**config.mk**
```make
export PLATFORM = sky130hd
export DESIGN_NAME = ubcsd_top
export DESIGN_NICKNAME = d
export VERILOG_FILES = /design/src/logic/ubcsd_pkg.sv /design/src/logic/ubcsd_top.sv
export SDC_FILE = /design/constraint.sdc
export NUM_CORES = 1
export LEC_CHECK = 0
export BUFFER_PORTS_ARGS = -buffer_cell sky130_fd_sc_hd__clkbuf_2
export CAP_MARGIN = 0
export CORE_UTILIZATION = 51
export CTS_CLUSTER_DIAMETER = 50
export DETAILED_ROUTE_END_ITERATION = 16
export GPL_TIMING_DRIVEN = 0
export MAX_ROUTING_LAYER = met4
export PLACE_DENSITY = 0.79
export SLEW_MARGIN = 20
export SYNTH_ARGS = -nofsm -noshare
export SYNTH_HDL_FRONTEND = slang
export SYNTH_SLANG_ARGS = --single-unit
```
**constraint.sdc**
```tcl
create_clock -name clk_in -period 3.06 [get_ports clk_in]
set_input_delay 0.306 -clock clk_in [delete_from_list [all_inputs] [get_ports clk_in]]
set_output_delay 0.306 -clock clk_in [all_outputs]
set_load 0.02 [all_outputs]
```
**src/logic/ubcsd_pkg.sv**
```systemverilog
// constants for the utility-bus chip select decode block
package ubcsd_pkg;
  localparam logic [15:0] ADDR_ALT_SYS_CTRL = 16'h0092;
  localparam logic [15:0] ADDR_FPU_CLEAR = 16'h00f0;
  localparam logic [15:0] ADDR_DECODE_ENABLE = 16'h0040;
  localparam logic [15:0] ADDR_DECODE_SELECT = 16'h0041;
  localparam logic [15:0] ADDR_ISA_CLOCK_DIV = 16'h004d;
  localparam logic [7:0] RESET_BYTE = 8'h00;
  localparam int ALT_RESET_BIT = 0;
  localparam int ALTERNATE_GATE_A20_BIT = 1;
  localparam int FPU_MODE_BIT = 5;
  localparam int EN_FLOPPY_BIT = 0;
  localparam int EN_DISK_BIT = 1;
  localparam int EN_SECONDARY_BIT = 2;
  localparam int EN_BIOS_LOW_BIT = 3;
  localparam int EN_BIOS_EXT_BIT = 4;
  localparam int EN_SERIAL_A_BIT = 5;
  localparam int EN_SERIAL_B_BIT = 6;
  localparam int EN_PRINTER_BIT = 7;
  localparam int SEL_SERIAL_A_BIT = 0;
  localparam int SEL_SERIAL_B_BIT = 1;
  localparam int SEL_PRINTER_LSB = 2;
  localparam logic [1:0] PRN_RANGE1 = 2'h0;
  localparam logic [1:0] PRN_RANGE2 = 2'h1;
  localparam logic [1:0] PRN_RANGE3 = 2'h2;
  localparam logic [3:0] SEL_IDLE = 4'hf;
  localparam logic [3:0] SEL_CLOCK_STROBE = 4'h0;
  localparam logic [3:0] SEL_CLOCK_CHIP = 4'h1;
  localparam logic [3:0] SEL_KEYBOARD = 4'h2;
  localparam logic [3:0] SEL_BOOT_ROM = 4'h3;
  localparam logic [3:0] SEL_FLOPPY = 4'h4;
  localparam logic [3:0] SEL_DISK0 = 4'h5;
  localparam logic [3:0] SEL_DISK1 = 4'h6;
  localparam logic [3:0] SEL_CONFIG_PAGE = 4'h9;
  localparam logic [3:0] SEL_CONFIG_MEM = 4'ha;
  localparam logic [3:0] SEL_SERIAL_A = 4'hb;
  localparam logic [3:0] SEL_SERIAL_B = 4'hc;
  localparam logic [3:0] SEL_PRINTER = 4'hd;
  localparam logic [15:0] IO_CLOCK_LO = 16'h0070;
  localparam logic [15:0] IO_CLOCK_HI = 16'h0077;
  localparam logic [15:0] IO_KBD_A = 16'h0060;
  localparam logic [15:0] IO_KBD_B = 16'h0062;
  localparam logic [15:0] IO_KBD_C = 16'h0064;
  localparam logic [15:0] IO_KBD_D = 16'h0066;
  localparam logic [15:0] IO_FLOPPY_PRI = 16'h03f0;
  localparam logic [15:0] IO_FLOPPY_SEC = 16'h0370;
  localparam logic [15:0] IO_DISK0_PRI = 16'h01f0;
  localparam logic [15:0] IO_DISK0_SEC = 16'h0170;
  localparam logic [15:0] IO_DISK1_PRI = 16'h03f6;
  localparam logic [15:0] IO_DISK1_SEC = 16'h0376;
  localparam logic [15:0] IO_DISK_CHANGE_PRI = 16'h03f7;
  localparam logic [15:0] IO_DISK_CHANGE_SEC = 16'h0377;
  localparam logic [15:0] IO_CONFIG_PAGE = 16'h0c00;
  localparam logic [15:0] IO_CONFIG_MEM = 16'h0800;
  localparam logic [15:0] IO_SERIAL_1 = 16'h03f8;
  localparam logic [15:0] IO_SERIAL_2 = 16'h02f8;
  localparam logic [15:0] IO_PRINTER_1 = 16'h03bc;
  localparam logic [15:0] IO_PRINTER_2 = 16'h0378;
  localparam logic [15:0] IO_PRINTER_3 = 16'h0278;
  localparam logic [15:0] IO_FPU_CLEAR = 16'h00f0;
  localparam logic [15:0] SPAN_8 = 16'h0007;
  localparam logic [15:0] SPAN_4 = 16'h0003;
  localparam logic [15:0] SPAN_2 = 16'h0001;
  localparam logic [15:0] SPAN_256 = 16'h00ff;
  localparam logic [31:0] MEM_BIOS_TOP = 32'h000f_0000;
  localparam logic [31:0] MEM_BIOS_TOP_4G = 32'hffff_0000;
  localparam logic [31:0] MEM_BIOS_TOP_4G1M = 32'hffef_0000;
  localparam logic [31:0] MEM_BIOS_LOW = 32'h000e_0000;
  localparam logic [31:0] MEM_BIOS_LOW_4G = 32'hfffe_0000;
  localparam logic [31:0] MEM_BIOS_LOW_4G1M = 32'hffee_0000;
  localparam logic [31:0] MEM_BIOS_EXT = 32'hfff8_0000;
  localparam logic [31:0] MEM_SPAN_64K = 32'h0000_ffff;
  localparam logic [31:0] MEM_SPAN_384K = 32'h0005_ffff;
  typedef enum logic [2:0] {
    UBCSD_FPU_IDLE = 3'b001,
    UBCSD_FPU_PEND = 3'b010,
    UBCSD_FPU_IGNORE = 3'b100
  } ubcsd_fpu_state_t;
endpackage

```
**src/logic/ubcsd_top.sv**
```systemverilog
// utility-bus chip select decode, alternate_system_control, disk change and coprocessor error logic
//
// Decided for this implementation: the address-and-strobe port.
`timescale 1ns/1ps
`default_nettype none
module ubcsd_top
  import ubcsd_pkg::*;
#(
  parameter bit KBD_FOUR_PORTS = 1'b1,
  parameter bit RESET_HOLD_LOW = 1'b1
)
(
  input wire logic clk_in,
  input wire logic reset_in,
  input wire logic ce_in,
  input wire logic [15:0] reg_addr_in,
  input wire logic [7:0] reg_wdata_in,
  input wire logic reg_wr_in,
  input wire logic reg_rd_in,
  output logic [7:0] reg_rdata_out,
  input wire logic [31:0] cyc_addr_in,
  input wire logic cyc_io_rd_in,
  input wire logic cyc_io_wr_in,
  input wire logic cyc_mem_rd_in,
  input wire logic cyc_mem_wr_in,
  input wire logic disk_change_in,
  input wire logic fpu_error_n_in,
  output logic encoded_select_bit2_out,
  output logic encoded_select_bit1_out,
  output logic encoded_select_bit0_out,
  output logic decoder_group_select_n_out,
  output logic utility_buffer_oe_n_out,
  output logic utility_buffer_direction_out,
  output logic sys_data_bit7_out,
  output logic sys_data_bit7_oe_out,
  output logic alternate_reset_out,
  output logic alternate_gate_a20_out,
  output logic fpu_irq_out,
  output logic ignore_fpu_error_n_out
);

  function automatic logic in_io(input logic [15:0] a, input logic [15:0] base,
                                 input logic [15:0] span);
    in_io = (a >= base) && (a <= (base | span));
  endfunction

  function automatic logic in_mem(input logic [31:0] a, input logic [31:0] base,
                                  input logic [31:0] span);
    in_mem = (a >= base) && (a <= (base | span));
  endfunction

  logic [7:0] alt_ctrl_r, alt_ctrl_nxt;
  logic [7:0] dec_en_r, dec_en_nxt;
  logic [7:0] dec_sel_r, dec_sel_nxt;
  logic [7:0] clk_div_r, clk_div_nxt;
  logic [7:0] rdata_r, rdata_nxt;
  logic [3:0] sel_r, sel_nxt;
  logic buf_oe_n_r, buf_oe_n_nxt;
  logic buf_dir_r, buf_dir_nxt;
  logic sd7_r, sd7_nxt;
  logic sd7_oe_r, sd7_oe_nxt;
  ubcsd_fpu_state_t fpu_r, fpu_nxt;

  logic [15:0] io_a;
  logic io_cyc;
  logic mem_cyc;
  logic fpu_clear_hit;
  logic fpu_mode;
  logic fpu_err;

  assign io_a = cyc_addr_in[15:0];
  assign io_cyc = cyc_io_rd_in | cyc_io_wr_in;
  assign mem_cyc = cyc_mem_rd_in | cyc_mem_wr_in;
  assign fpu_mode = clk_div_r[FPU_MODE_BIT];
  assign fpu_err = ~fpu_error_n_in;
  // the clear may arrive from the register port or as a system i/o write
  assign fpu_clear_hit = (reg_wr_in && (reg_addr_in == ADDR_FPU_CLEAR)) ||
                         (cyc_io_wr_in && (io_a == IO_FPU_CLEAR));

  // register port: writes and one-cycle-late read data
  always_comb
  begin
    alt_ctrl_nxt = alt_ctrl_r;
    dec_en_nxt = dec_en_r;
    dec_sel_nxt = dec_sel_r;
    clk_div_nxt = clk_div_r;
    rdata_nxt = RESET_BYTE;
    if (reg_wr_in)
    begin
      unique case (reg_addr_in)
        ADDR_ALT_SYS_CTRL: alt_ctrl_nxt = reg_wdata_in;
        ADDR_DECODE_ENABLE: dec_en_nxt = reg_wdata_in;
        ADDR_DECODE_SELECT: dec_sel_nxt = reg_wdata_in;
        ADDR_ISA_CLOCK_DIV: clk_div_nxt = reg_wdata_in;
        default: alt_ctrl_nxt = alt_ctrl_r;
      endcase
    end
    if (reg_rd_in)
    begin
      unique case (reg_addr_in)
        ADDR_ALT_SYS_CTRL: rdata_nxt = alt_ctrl_r;
        ADDR_DECODE_ENABLE: rdata_nxt = dec_en_r;
        ADDR_DECODE_SELECT: rdata_nxt = dec_sel_r;
        ADDR_ISA_CLOCK_DIV: rdata_nxt = clk_div_r;
        default: rdata_nxt = RESET_BYTE;
      endcase
    end
  end

  // reset wins over the clock enable so the block always comes up idle
  always_ff @(posedge clk_in)
  begin
    if (reset_in)
    begin
      alt_ctrl_r <= RESET_BYTE;
      dec_en_r <= RESET_BYTE;
      dec_sel_r <= RESET_BYTE;
      clk_div_r <= RESET_BYTE;
      rdata_r <= RESET_BYTE;
    end
    else if (ce_in)
    begin
      alt_ctrl_r <= alt_ctrl_nxt;
      dec_en_r <= dec_en_nxt;
      dec_sel_r <= dec_sel_nxt;
      clk_div_r <= clk_div_nxt;
      rdata_r <= rdata_nxt;
    end
  end

  // address decode into group and code; first match wins
  always_comb
  begin
    logic sec;
    logic [15:0] prn_base;
    logic disk_change_hit;
    sec = dec_en_r[EN_SECONDARY_BIT];
    prn_base = IO_PRINTER_1;
    disk_change_hit = 1'b0;
    sel_nxt = SEL_IDLE;
    buf_oe_n_nxt = 1'b1;
    buf_dir_nxt = 1'b0;
    sd7_nxt = 1'b0;
    sd7_oe_nxt = 1'b0;
    // printer code 3 leaves the port undecoded
    unique case (dec_sel_r[SEL_PRINTER_LSB +: 2])
      PRN_RANGE2: prn_base = IO_PRINTER_2;
      PRN_RANGE3: prn_base = IO_PRINTER_3;
      default: prn_base = IO_PRINTER_1;
    endcase
    if (io_cyc)
    begin
      // clock chip strobe on even writes, select on odd
      if (in_io(io_a, IO_CLOCK_LO, SPAN_8) && !io_a[0] && cyc_io_wr_in)
        sel_nxt = SEL_CLOCK_STROBE;
      else if (in_io(io_a, IO_CLOCK_LO, SPAN_8) && io_a[0] && (io_a <= IO_CLOCK_HI))
        sel_nxt = SEL_CLOCK_CHIP;
      // keyboard ports, two or four depending on variant
      else if ((io_a == IO_KBD_A) || (io_a == IO_KBD_C) ||
               (KBD_FOUR_PORTS && ((io_a == IO_KBD_B) || (io_a == IO_KBD_D))))
        sel_nxt = SEL_KEYBOARD;
      // disk selects take 3f6/3f7 ahead of floppy
      else if (dec_en_r[EN_DISK_BIT] &&
               in_io(io_a, sec ? IO_DISK1_SEC : IO_DISK1_PRI, SPAN_2))
        sel_nxt = SEL_DISK1;
      else if (dec_en_r[EN_DISK_BIT] &&
               in_io(io_a, sec ? IO_DISK0_SEC : IO_DISK0_PRI, SPAN_8))
        sel_nxt = SEL_DISK0;
      else if (dec_en_r[EN_FLOPPY_BIT] &&
               in_io(io_a, sec ? IO_FLOPPY_SEC : IO_FLOPPY_PRI, SPAN_8))
        sel_nxt = SEL_FLOPPY;
      else if (io_a == IO_CONFIG_PAGE)
        sel_nxt = SEL_CONFIG_PAGE;
      else if (in_io(io_a, IO_CONFIG_MEM, SPAN_256))
        sel_nxt = SEL_CONFIG_MEM;
      // serial ports; port a wins if both share a range
      else if (dec_en_r[EN_SERIAL_A_BIT] &&
               in_io(io_a, dec_sel_r[SEL_SERIAL_A_BIT] ? IO_SERIAL_2 : IO_SERIAL_1, SPAN_8))
        sel_nxt = SEL_SERIAL_A;
      else if (dec_en_r[EN_SERIAL_B_BIT] &&
               in_io(io_a, dec_sel_r[SEL_SERIAL_B_BIT] ? IO_SERIAL_2 : IO_SERIAL_1, SPAN_8))
        sel_nxt = SEL_SERIAL_B;
      else if (dec_en_r[EN_PRINTER_BIT] && (dec_sel_r[SEL_PRINTER_LSB +: 2] != 2'h3) &&
               in_io(io_a, prn_base, (prn_base == IO_PRINTER_1) ? SPAN_4 : SPAN_8))
        sel_nxt = SEL_PRINTER;
      // disk change read only in floppy-only mode
      disk_change_hit = cyc_io_rd_in && dec_en_r[EN_FLOPPY_BIT] && !dec_en_r[EN_DISK_BIT] &&
                   (io_a == (sec ? IO_DISK_CHANGE_SEC : IO_DISK_CHANGE_PRI));
    end
    else if (mem_cyc)
    begin
      // top 64k and its high aliases
      if (in_mem(cyc_addr_in, MEM_BIOS_TOP, MEM_SPAN_64K) ||
          in_mem(cyc_addr_in, MEM_BIOS_TOP_4G, MEM_SPAN_64K) ||
          in_mem(cyc_addr_in, MEM_BIOS_TOP_4G1M, MEM_SPAN_64K))
        sel_nxt = SEL_BOOT_ROM;
      // lower 64k and aliases when enabled
      else if (dec_en_r[EN_BIOS_LOW_BIT] &&
               (in_mem(cyc_addr_in, MEM_BIOS_LOW, MEM_SPAN_64K) ||
                in_mem(cyc_addr_in, MEM_BIOS_LOW_4G, MEM_SPAN_64K) ||
                in_mem(cyc_addr_in, MEM_BIOS_LOW_4G1M, MEM_SPAN_64K)))
        sel_nxt = SEL_BOOT_ROM;
      // extra 384k below the top aliases
      else if (dec_en_r[EN_BIOS_EXT_BIT] &&
               in_mem(cyc_addr_in, MEM_BIOS_EXT, MEM_SPAN_384K))
        sel_nxt = SEL_BOOT_ROM;
    end
    if (disk_change_hit)
    begin
      sd7_nxt = ~disk_change_in;
      sd7_oe_nxt = 1'b1;
    end
    // buffer on for any selected peripheral, pointing to the system on reads
    // the buffer stays off while the block itself drives bit 7
    if ((sel_nxt != SEL_IDLE) && !disk_change_hit)
    begin
      buf_oe_n_nxt = 1'b0;
      buf_dir_nxt = cyc_io_rd_in | cyc_mem_rd_in;
    end
  end

  always_ff @(posedge clk_in)
  begin
    if (reset_in)
    begin
      sel_r <= SEL_IDLE;
      buf_oe_n_r <= 1'b1;
      buf_dir_r <= 1'b0;
      sd7_r <= 1'b0;
      sd7_oe_r <= 1'b0;
    end
    else if (ce_in)
    begin
      sel_r <= sel_nxt;
      buf_oe_n_r <= buf_oe_n_nxt;
      buf_dir_r <= buf_dir_nxt;
      sd7_r <= sd7_nxt;
      sd7_oe_r <= sd7_oe_nxt;
    end
  end

  // coprocessor error sequence
  always_comb
  begin
    fpu_nxt = fpu_r;
    unique case (fpu_r)
      UBCSD_FPU_IDLE:
      begin
        // error raises request only in error mode
        if (fpu_mode && fpu_err)
          fpu_nxt = UBCSD_FPU_PEND;
      end
      UBCSD_FPU_PEND:
      begin
        // clear request, go ignore while error still active
        if (!fpu_mode)
          fpu_nxt = UBCSD_FPU_IDLE;
        else if (fpu_clear_hit)
          fpu_nxt = fpu_err ? UBCSD_FPU_IGNORE : UBCSD_FPU_IDLE;
      end
      UBCSD_FPU_IGNORE:
      begin
        // release ignore once the error goes away
        if (!fpu_err || !fpu_mode)
          fpu_nxt = UBCSD_FPU_IDLE;
      end
      default: fpu_nxt = UBCSD_FPU_IDLE;
    endcase
  end

  always_ff @(posedge clk_in)
  begin
    if (reset_in)
      fpu_r <= UBCSD_FPU_IDLE;
    else if (ce_in)
      fpu_r <= fpu_nxt;
  end

  // read data is zero after every clock-enabled cycle with no read strobe, and holds while the clock enable is low
  assign reg_rdata_out = rdata_r;
  assign decoder_group_select_n_out = sel_r[3];
  assign encoded_select_bit2_out = sel_r[2];
  assign encoded_select_bit1_out = sel_r[1];
  assign encoded_select_bit0_out = sel_r[0];
  // outside logic handles the disk-only buffer case
  assign utility_buffer_oe_n_out = buf_oe_n_r;
  assign utility_buffer_direction_out = buf_dir_r;
  assign sys_data_bit7_out = sd7_r;
  assign sys_data_bit7_oe_out = sd7_oe_r;
  assign alternate_reset_out = alt_ctrl_r[ALT_RESET_BIT];
  // cpu-side lines forced low while reset is high; gated so no glitch reaches the cpu
  assign alternate_gate_a20_out = (RESET_HOLD_LOW && reset_in) ? 1'b0 : alt_ctrl_r[ALTERNATE_GATE_A20_BIT];
  assign fpu_irq_out = (RESET_HOLD_LOW && reset_in) ? 1'b0 : (fpu_r == UBCSD_FPU_PEND);
  // ignore never active without the error, except while reset holds it low
  assign ignore_fpu_error_n_out = (RESET_HOLD_LOW && reset_in) ? 1'b0 :
                                  !((fpu_r == UBCSD_FPU_IGNORE) && fpu_err);

endmodule
`default_nettype wire

```
==> Word level (Yosys, flattened, before mapping) <==
Cells that the tools add are included.
{ "totals": {"reg_bits": 51, "output_inout_bits": 20, "elab_cells": 165, "input_bits": 67} }
{ "op_classes": {"eq_ne": 23, "bitwise_logic": 6, "mux": 40, "n_lt_le_gt_ge": 30, "reduce_logical": 55} }
{ "op_table": {"columns": ["operator", "n"], "rows": [
  ["32-bit >= comparator, second input constant", 5],
  ["32-bit less-or-equal comparator, second input constant", 5],
  ["16-bit by 7-bit equality test with 1-bit output, second input constant", 7],
  ["16-bit by 10-bit >= comparator with 1-bit output", 4],
  ["32-bit by 20-bit >= comparator with 1-bit output, second input constant", 2],
  ["16-bit by 10-bit less-or-equal comparator with 1-bit output", 4],
  ["32-bit by 20-bit less-or-equal comparator with 1-bit output, second input constant", 2],
  ["16-bit by 8-bit equality test with 1-bit output, second input constant", 3],
  ["4-bit two-way mux", 11],
  ["8-bit two-way mux", 5],
  ["1-bit logical AND", 36],
  ["8-bit one-hot mux with 4 select lines", 1],
  ["3-bit two-way mux", 9],
  ["9-bit two-way mux", 2],
  ["9-bit one-hot mux with 2 select lines", 1],
  ["16-bit by 10-bit equality test with 1-bit output", 1],
  ["16-bit by 10-bit equality test with 1-bit output, second input constant", 1],
  ["16-bit by 12-bit equality test with 1-bit output, second input constant", 1],
  ["16-bit by 12-bit >= comparator with 1-bit output, second input constant", 1],
  ["16-bit >= comparator", 1],
  ["16-bit by 7-bit >= comparator with 1-bit output, second input constant", 1],
  ["16-bit by 9-bit >= comparator with 1-bit output", 1],
  ["16-bit by 12-bit less-or-equal comparator with 1-bit output, second input constant", 1],
  ["16-bit less-or-equal comparator", 1],
  ["other kinds (20)", 48]
]} }

==> Depth between registers and ports, before layout <==
{ "depth": {"word_depth": 23, "depth_mapped": 10, "mapped_depth_nobuf": 10} }

==> Worst setup path after synthesis <==
No wires, ideal clock.
{ "synth_timing": {"path_kind": "input port to flip-flop", "from": "input port cyc_addr_in[14]", "to": "register sel_r[0]", "cell_stages": 7, "t_arrival_ns": 2.082, "t_required_ns": 2.940, "setup_time_ns": 0.120, "setup_slack_ns": 0.858, "n_path_buf": 1, "path_cell_list": "or4_4 buf_6 or3_4 nor3_2 nor3_1 o31a_1 a211o_1"} }
{ "synth_between": {"elab_chain_len": 14, "word_cells_on_any_way": 75, "classes_between": "26 x order compare; 5 x eq/ne; 14 x mux; 30 x reduce/logical"} }
{ "synth_rtl": {"columns": ["element", "line_no", "source"], "rows": [
  ["start: declaration", "ubcsd_top.sv:21", "input wire logic [31:0] cyc_addr_in,"],
  ["16-bit by 10-bit >= comparator with 1-bit output or 16-bit by 10-bit less-or-equal comparator with 1-bit output (tied branches)", "ubcsd_top.sv:44", "in_io = (a >= base) && (a <= (base | span));"],
  ["1-bit logical AND", "ubcsd_top.sv:44", null],
  ["1-bit logical AND", "ubcsd_top.sv:180", "else if (dec_en_r[EN_SERIAL_B_BIT] &&"],
  ["2-bit two-way mux", "ubcsd_top.sv:180", null],
  ["3-bit two-way mux", "ubcsd_top.sv:177", "else if (dec_en_r[EN_SERIAL_A_BIT] &&"],
  ["3-bit two-way mux", "ubcsd_top.sv:174", "else if (in_io(io_a, IO_CONFIG_MEM, SPAN_256))"],
  ["3-bit two-way mux", "ubcsd_top.sv:172", "else if (io_a == IO_CONFIG_PAGE)"],
  ["4-bit two-way mux", "ubcsd_top.sv:169", "else if (dec_en_r[EN_FLOPPY_BIT] &&"],
  ["4-bit two-way mux", "ubcsd_top.sv:166", "else if (dec_en_r[EN_DISK_BIT] &&"],
  ["4-bit two-way mux", "ubcsd_top.sv:163", "else if (dec_en_r[EN_DISK_BIT] &&"],
  ["4-bit two-way mux", "ubcsd_top.sv:159", "else if ((io_a == IO_KBD_A) || (io_a == IO_KBD_C) ||"],
  ["4-bit two-way mux", "ubcsd_top.sv:156", "else if (in_io(io_a, IO_CLOCK_LO, SPAN_8) && io_a[0] && (io_a <= IO_CLOCK_HI))"],
  ["4-bit two-way mux", "ubcsd_top.sv:154", "if (in_io(io_a, IO_CLOCK_LO, SPAN_8) && !io_a[0] && cyc_io_wr_in)"],
  ["4-bit two-way mux (*)", "ubcsd_top.sv:151", "if (io_cyc)"],
  ["end signal: assignment", "ubcsd_top.sv:234", "sel_r <= sel_nxt;"],
  ["end: declaration", "ubcsd_top.sv:57", "logic [3:0] sel_r, sel_nxt;"]
]} }
Every way passes the cells marked *; elsewhere a longest branch is shown, timed or not.
A chain may end at the register's enable or synchronous reset.

==> Worst setup path in the final report <==
{ "layout_timing": {"from": "input port reg_addr_in[13]", "to": "register alt_ctrl_r[3]"} }
{ "layout_between": {"elab_chain_len": 2} }
{ "layout_rtl": {"columns": ["element", "line_no", "source"], "rows": [
  ["start: declaration", "ubcsd_top.sv:16", "input wire logic [15:0] reg_addr_in,"],
  ["16-bit by 8-bit equality test with 1-bit output", "ubcsd_top.sv:90", "unique case (reg_addr_in)"],
  ["3-bit AND reduction (no line)", null, null],
  ["end signal: assignment", "ubcsd_top.sv:123", "alt_ctrl_r <= alt_ctrl_nxt;"],
  ["end: declaration", "ubcsd_top.sv:52", "logic [7:0] alt_ctrl_r, alt_ctrl_nxt;"]
]} }
Every way passes these cells.

==> results.sh <==
export IMPL_status="complete, no violations"
export IMPL_clock_sinks=51
export IMPL_synth_cell_area_mm2=0.00285
export IMPL_fmax_mhz=389
export IMPL_async_flop_share_pct=0
export IMPL_num_vias=2908
export IMPL_post_route_period_util_pct=84.0
export IMPL_seq_power_share_pct=55.2
export IMPL_clkPwrFrac_pct=32.7
export IMPL_track_usage_pct=28.0
export IMPL_netSwitchingFraction_pct=26.4
export IMPL_final_setup_viol_count=0
export IMPL_grt_start_max_net_pins=18
export IMPL_hold_class="primary input to flop"
export IMPL_fp_coreArea_mm2=0.00524
export IMPL_grtUsageMet2_pct=44.0
export IMPL_fin_ws_ps=490
export IMPL_ys_seq_elements=51
export IMPL_syn_avg_cell_area_um2=8.60
export IMPL_finalInstanceArea_mm2=0.00344
export IMPL_slew_headroom_pct=17.0
export IMPL_clk_pin_slew_ps=100
export IMPL_synth_edf_count=0
export IMPL_nets=496
export IMPL_die_area_mm2=0.00589
export IMPL_cp_arrival_ps=2760
export IMPL_layout_common_cells="clkbuf_2, nor2_1, dfxtp_1"
export IMPL_root_buffer="clkbuf_8"
export IMPL_preCtsSetupSlack_ps=227
export IMPL_h_tree_depth=2
export IMPL_grt_setup_unrepaired="false"
export IMPL_ys_types=60
export IMPL_powerDensity_mw_per_mm2=352
export IMPL_gp_congestion=0.905
export IMPL_grt_pass1_vias=2573
export IMPL_rows=26
export IMPL_use_met1_pct=37.9
export IMPL_tritoncts="built"
export IMPL_cts_hold_buf=0
export IMPL_whs_path_depth=3
export IMPL_critPathKind="primary input to flop"
export IMPL_portBuffers=82
export IMPL_switchingPower_w=0.000320
export IMPL_maxCapViolCount=0
export IMPL_drive_above_1_share_pct=27.1
export IMPL_reg2reg_slack_ps=560
export IMPL_setup_tns_ps=0
export IMPL_worst_clock_skew_ps=4.14
export IMPL_grt_pass1_wl_um=12600
export IMPL_drtAntennaViolNets=0
export IMPL_drc=0
export IMPL_wl_um=7730
export IMPL_ys_warn_count=0
export IMPL_met3_usage_pct=4.05
export IMPL_crit_required_ps=3250
export IMPL_slew_viol_final=0
export IMPL_die_w_um=76.7
export IMPL_final_common_cell="clkbuf_2"
export IMPL_antenna_cells=0
export IMPL_layout_min_cycle_time_ps=2570
export IMPL_leakage_nw=1.59
export IMPL_postCtsSetupBuffers=0
export IMPL_io_pin_count=87
export IMPL_grt_busiest_layer="met2"
export IMPL_clock_latency_ps=310
export IMPL_synth_seq_area_share_pct=35.9
export IMPL_hold_ws_ps=280
export IMPL_dpl_hpwl_um=5820
export IMPL_synth_nets=407
export IMPL_intPower_w=0.000889
export IMPL_syn_to_final_growth_pct=20.7
export IMPL_start_util_pct=54.4
export IMPL_max_slew_worst_pin_slew_ps=1240
export IMPL_irDropWorstVdd_v=0.000250
export IMPL_post_route_util_pct=65.6
export IMPL_overflow=0
export IMPL_rr_worst_depth=10
export IMPL_die_y_um=76.7
export IMPL_critPathLaunchType="primary input"
export IMPL_post_dp_cell_area_mm2=0.00335
export IMPL_synth_cells=331
export IMPL_cts_resized_gates=0
export IMPL_cts_buffers=5
export IMPL_drt_iter0_markers=294
export IMPL_vias_per_cell=5.92
export IMPL_final_hold_viol_count=0
export IMPL_endpoint_kind="flop"
export IMPL_crit_path_max_fanout=9
export IMPL_synth_main_ff_cell="dfxtp_1"
export IMPL_clockBufferDepth=2
export IMPL_drt_pass1_iter_count=7
export IMPL_combPwrFrac_pct=12.1
export IMPL_antenna_found_initial=0
export IMPL_wire_per_inst_um=15.7
-- final timing paths --
kind,from,end
setup reg to reg,dec_sel_r[2]$_SDFFE_PP0P_,utility_buffer_direction_out$_SDFFE_PP0P_
hold / removal,reg_wdata_in[4],alt_ctrl_r[4]$_SDFFE_PP0P_
hold reg to reg,sel_r[0]$_SDFFE_PP1P_,sel_r[0]$_SDFFE_PP1P_
setup / recovery,reg_addr_in[13],alt_ctrl_r[3]$_SDFFE_PP0P_
-- registers in the layout, summed over array words and instances, names as in the netlist, 3 cells and up --
| register | flops |
|---|---|
| alt_ctrl_r | 8 |
| clk_div_r | 8 |
| dec_en_r | 8 |
| dec_sel_r | 8 |
| fpu_r | 3 |
| reg_rdata_out | 8 |
| sel_r | 4 |
-- cells in the mapped netlist, types with 2 or more instances --
master    count  area [µm²]
nor3_1       12        60.1
nand2_1      23        86.3
nand2b_1      4        25.0
nor3_2        3        30.0
a211o_1       2        17.5
nand3_1      11        55.1
or4_1         3        22.5
nor2b_1       4        25.0
o31ai_1       2        15.0
clkbuf_1      6        22.5
nand4b_1      4        35.0
a211oi_1      4        30.0
dfxtp_1      51        1020
a21oi_1      22         110
nand4_1       8        50.1
nor2_1       59         221
o21ai_0       5        25.0
nor4_2        2        25.0
nand3_2       3        30.0
buf_6         3        33.8
nor4b_1       2        17.5
nor4_1        6        37.5
a222oi_1      8        80.1
mux2i_1      33         330
inv_1         8        30.0
ha_1          9         113
-- per-layer routing --
layer,share of wire [%],up-vias,wire length [µm]
met4,0.85,0,66
li1,-,1419,-
met2,46,120,3550
met1,47,1361,3630
met5,0,-,0
met3,6.3,8,486
-- logic make-up after synthesis --
group / count (synthesis) / synth area share [%]
AOI/OAI and AO/OA: 59 / 14.6
adders and majority gates: 9 / 3.95
buffers and inverters: 20 / 3.82
DFF: 51 / 35.9
muxes: 34 / 12.0
and+or+nand+nor: 158 / 29.8
-- layout make-up --
cell class / instances / area, µm²
plain buffers: 12 / 78.8
clock buffers: 5 / 68.8
clock inverters: 3 / 23.8
fillers: 459 / 1800
inverters: 8 / 30.0
multi-input cells: 260 / 1720
flip-flops and latches: 51 / 1020
well taps: 70 / 87.6
repair buffers: 82 / 410
-- critical path, cell delays in order --
cell and delay [ps]:
clkbuf_2 80, nor4_1 350, nand4_1 190, nor4b_2 1030, nand3_2 480, mux2i_1 270, nor2_1 60
-- power by group through the flow --
stage	sequential, W	clock (W)	combinational (W)
after floorplan	0.000687	0	0.0000594
after global placement	0.000683	0	0.000141
after detailed placement	0.000683	0	0.000144
after CTS	0.000668	0.000405	0.000145
after global routing	0.000668	0.000434	0.000159
final	0.000668	0.000395	0.000146
-- stage by stage --
step / instances / total power [W]
after global placement: 483 / 0.000825
after CTS: 491 / 0.00122
after detailed placement: 483 / 0.000827
final: 491 / 0.00121
after floorplan: 331 / 0.000747
after global routing: 491 / 0.00126
No activity file was read; power rests on OpenSTA's default activity.
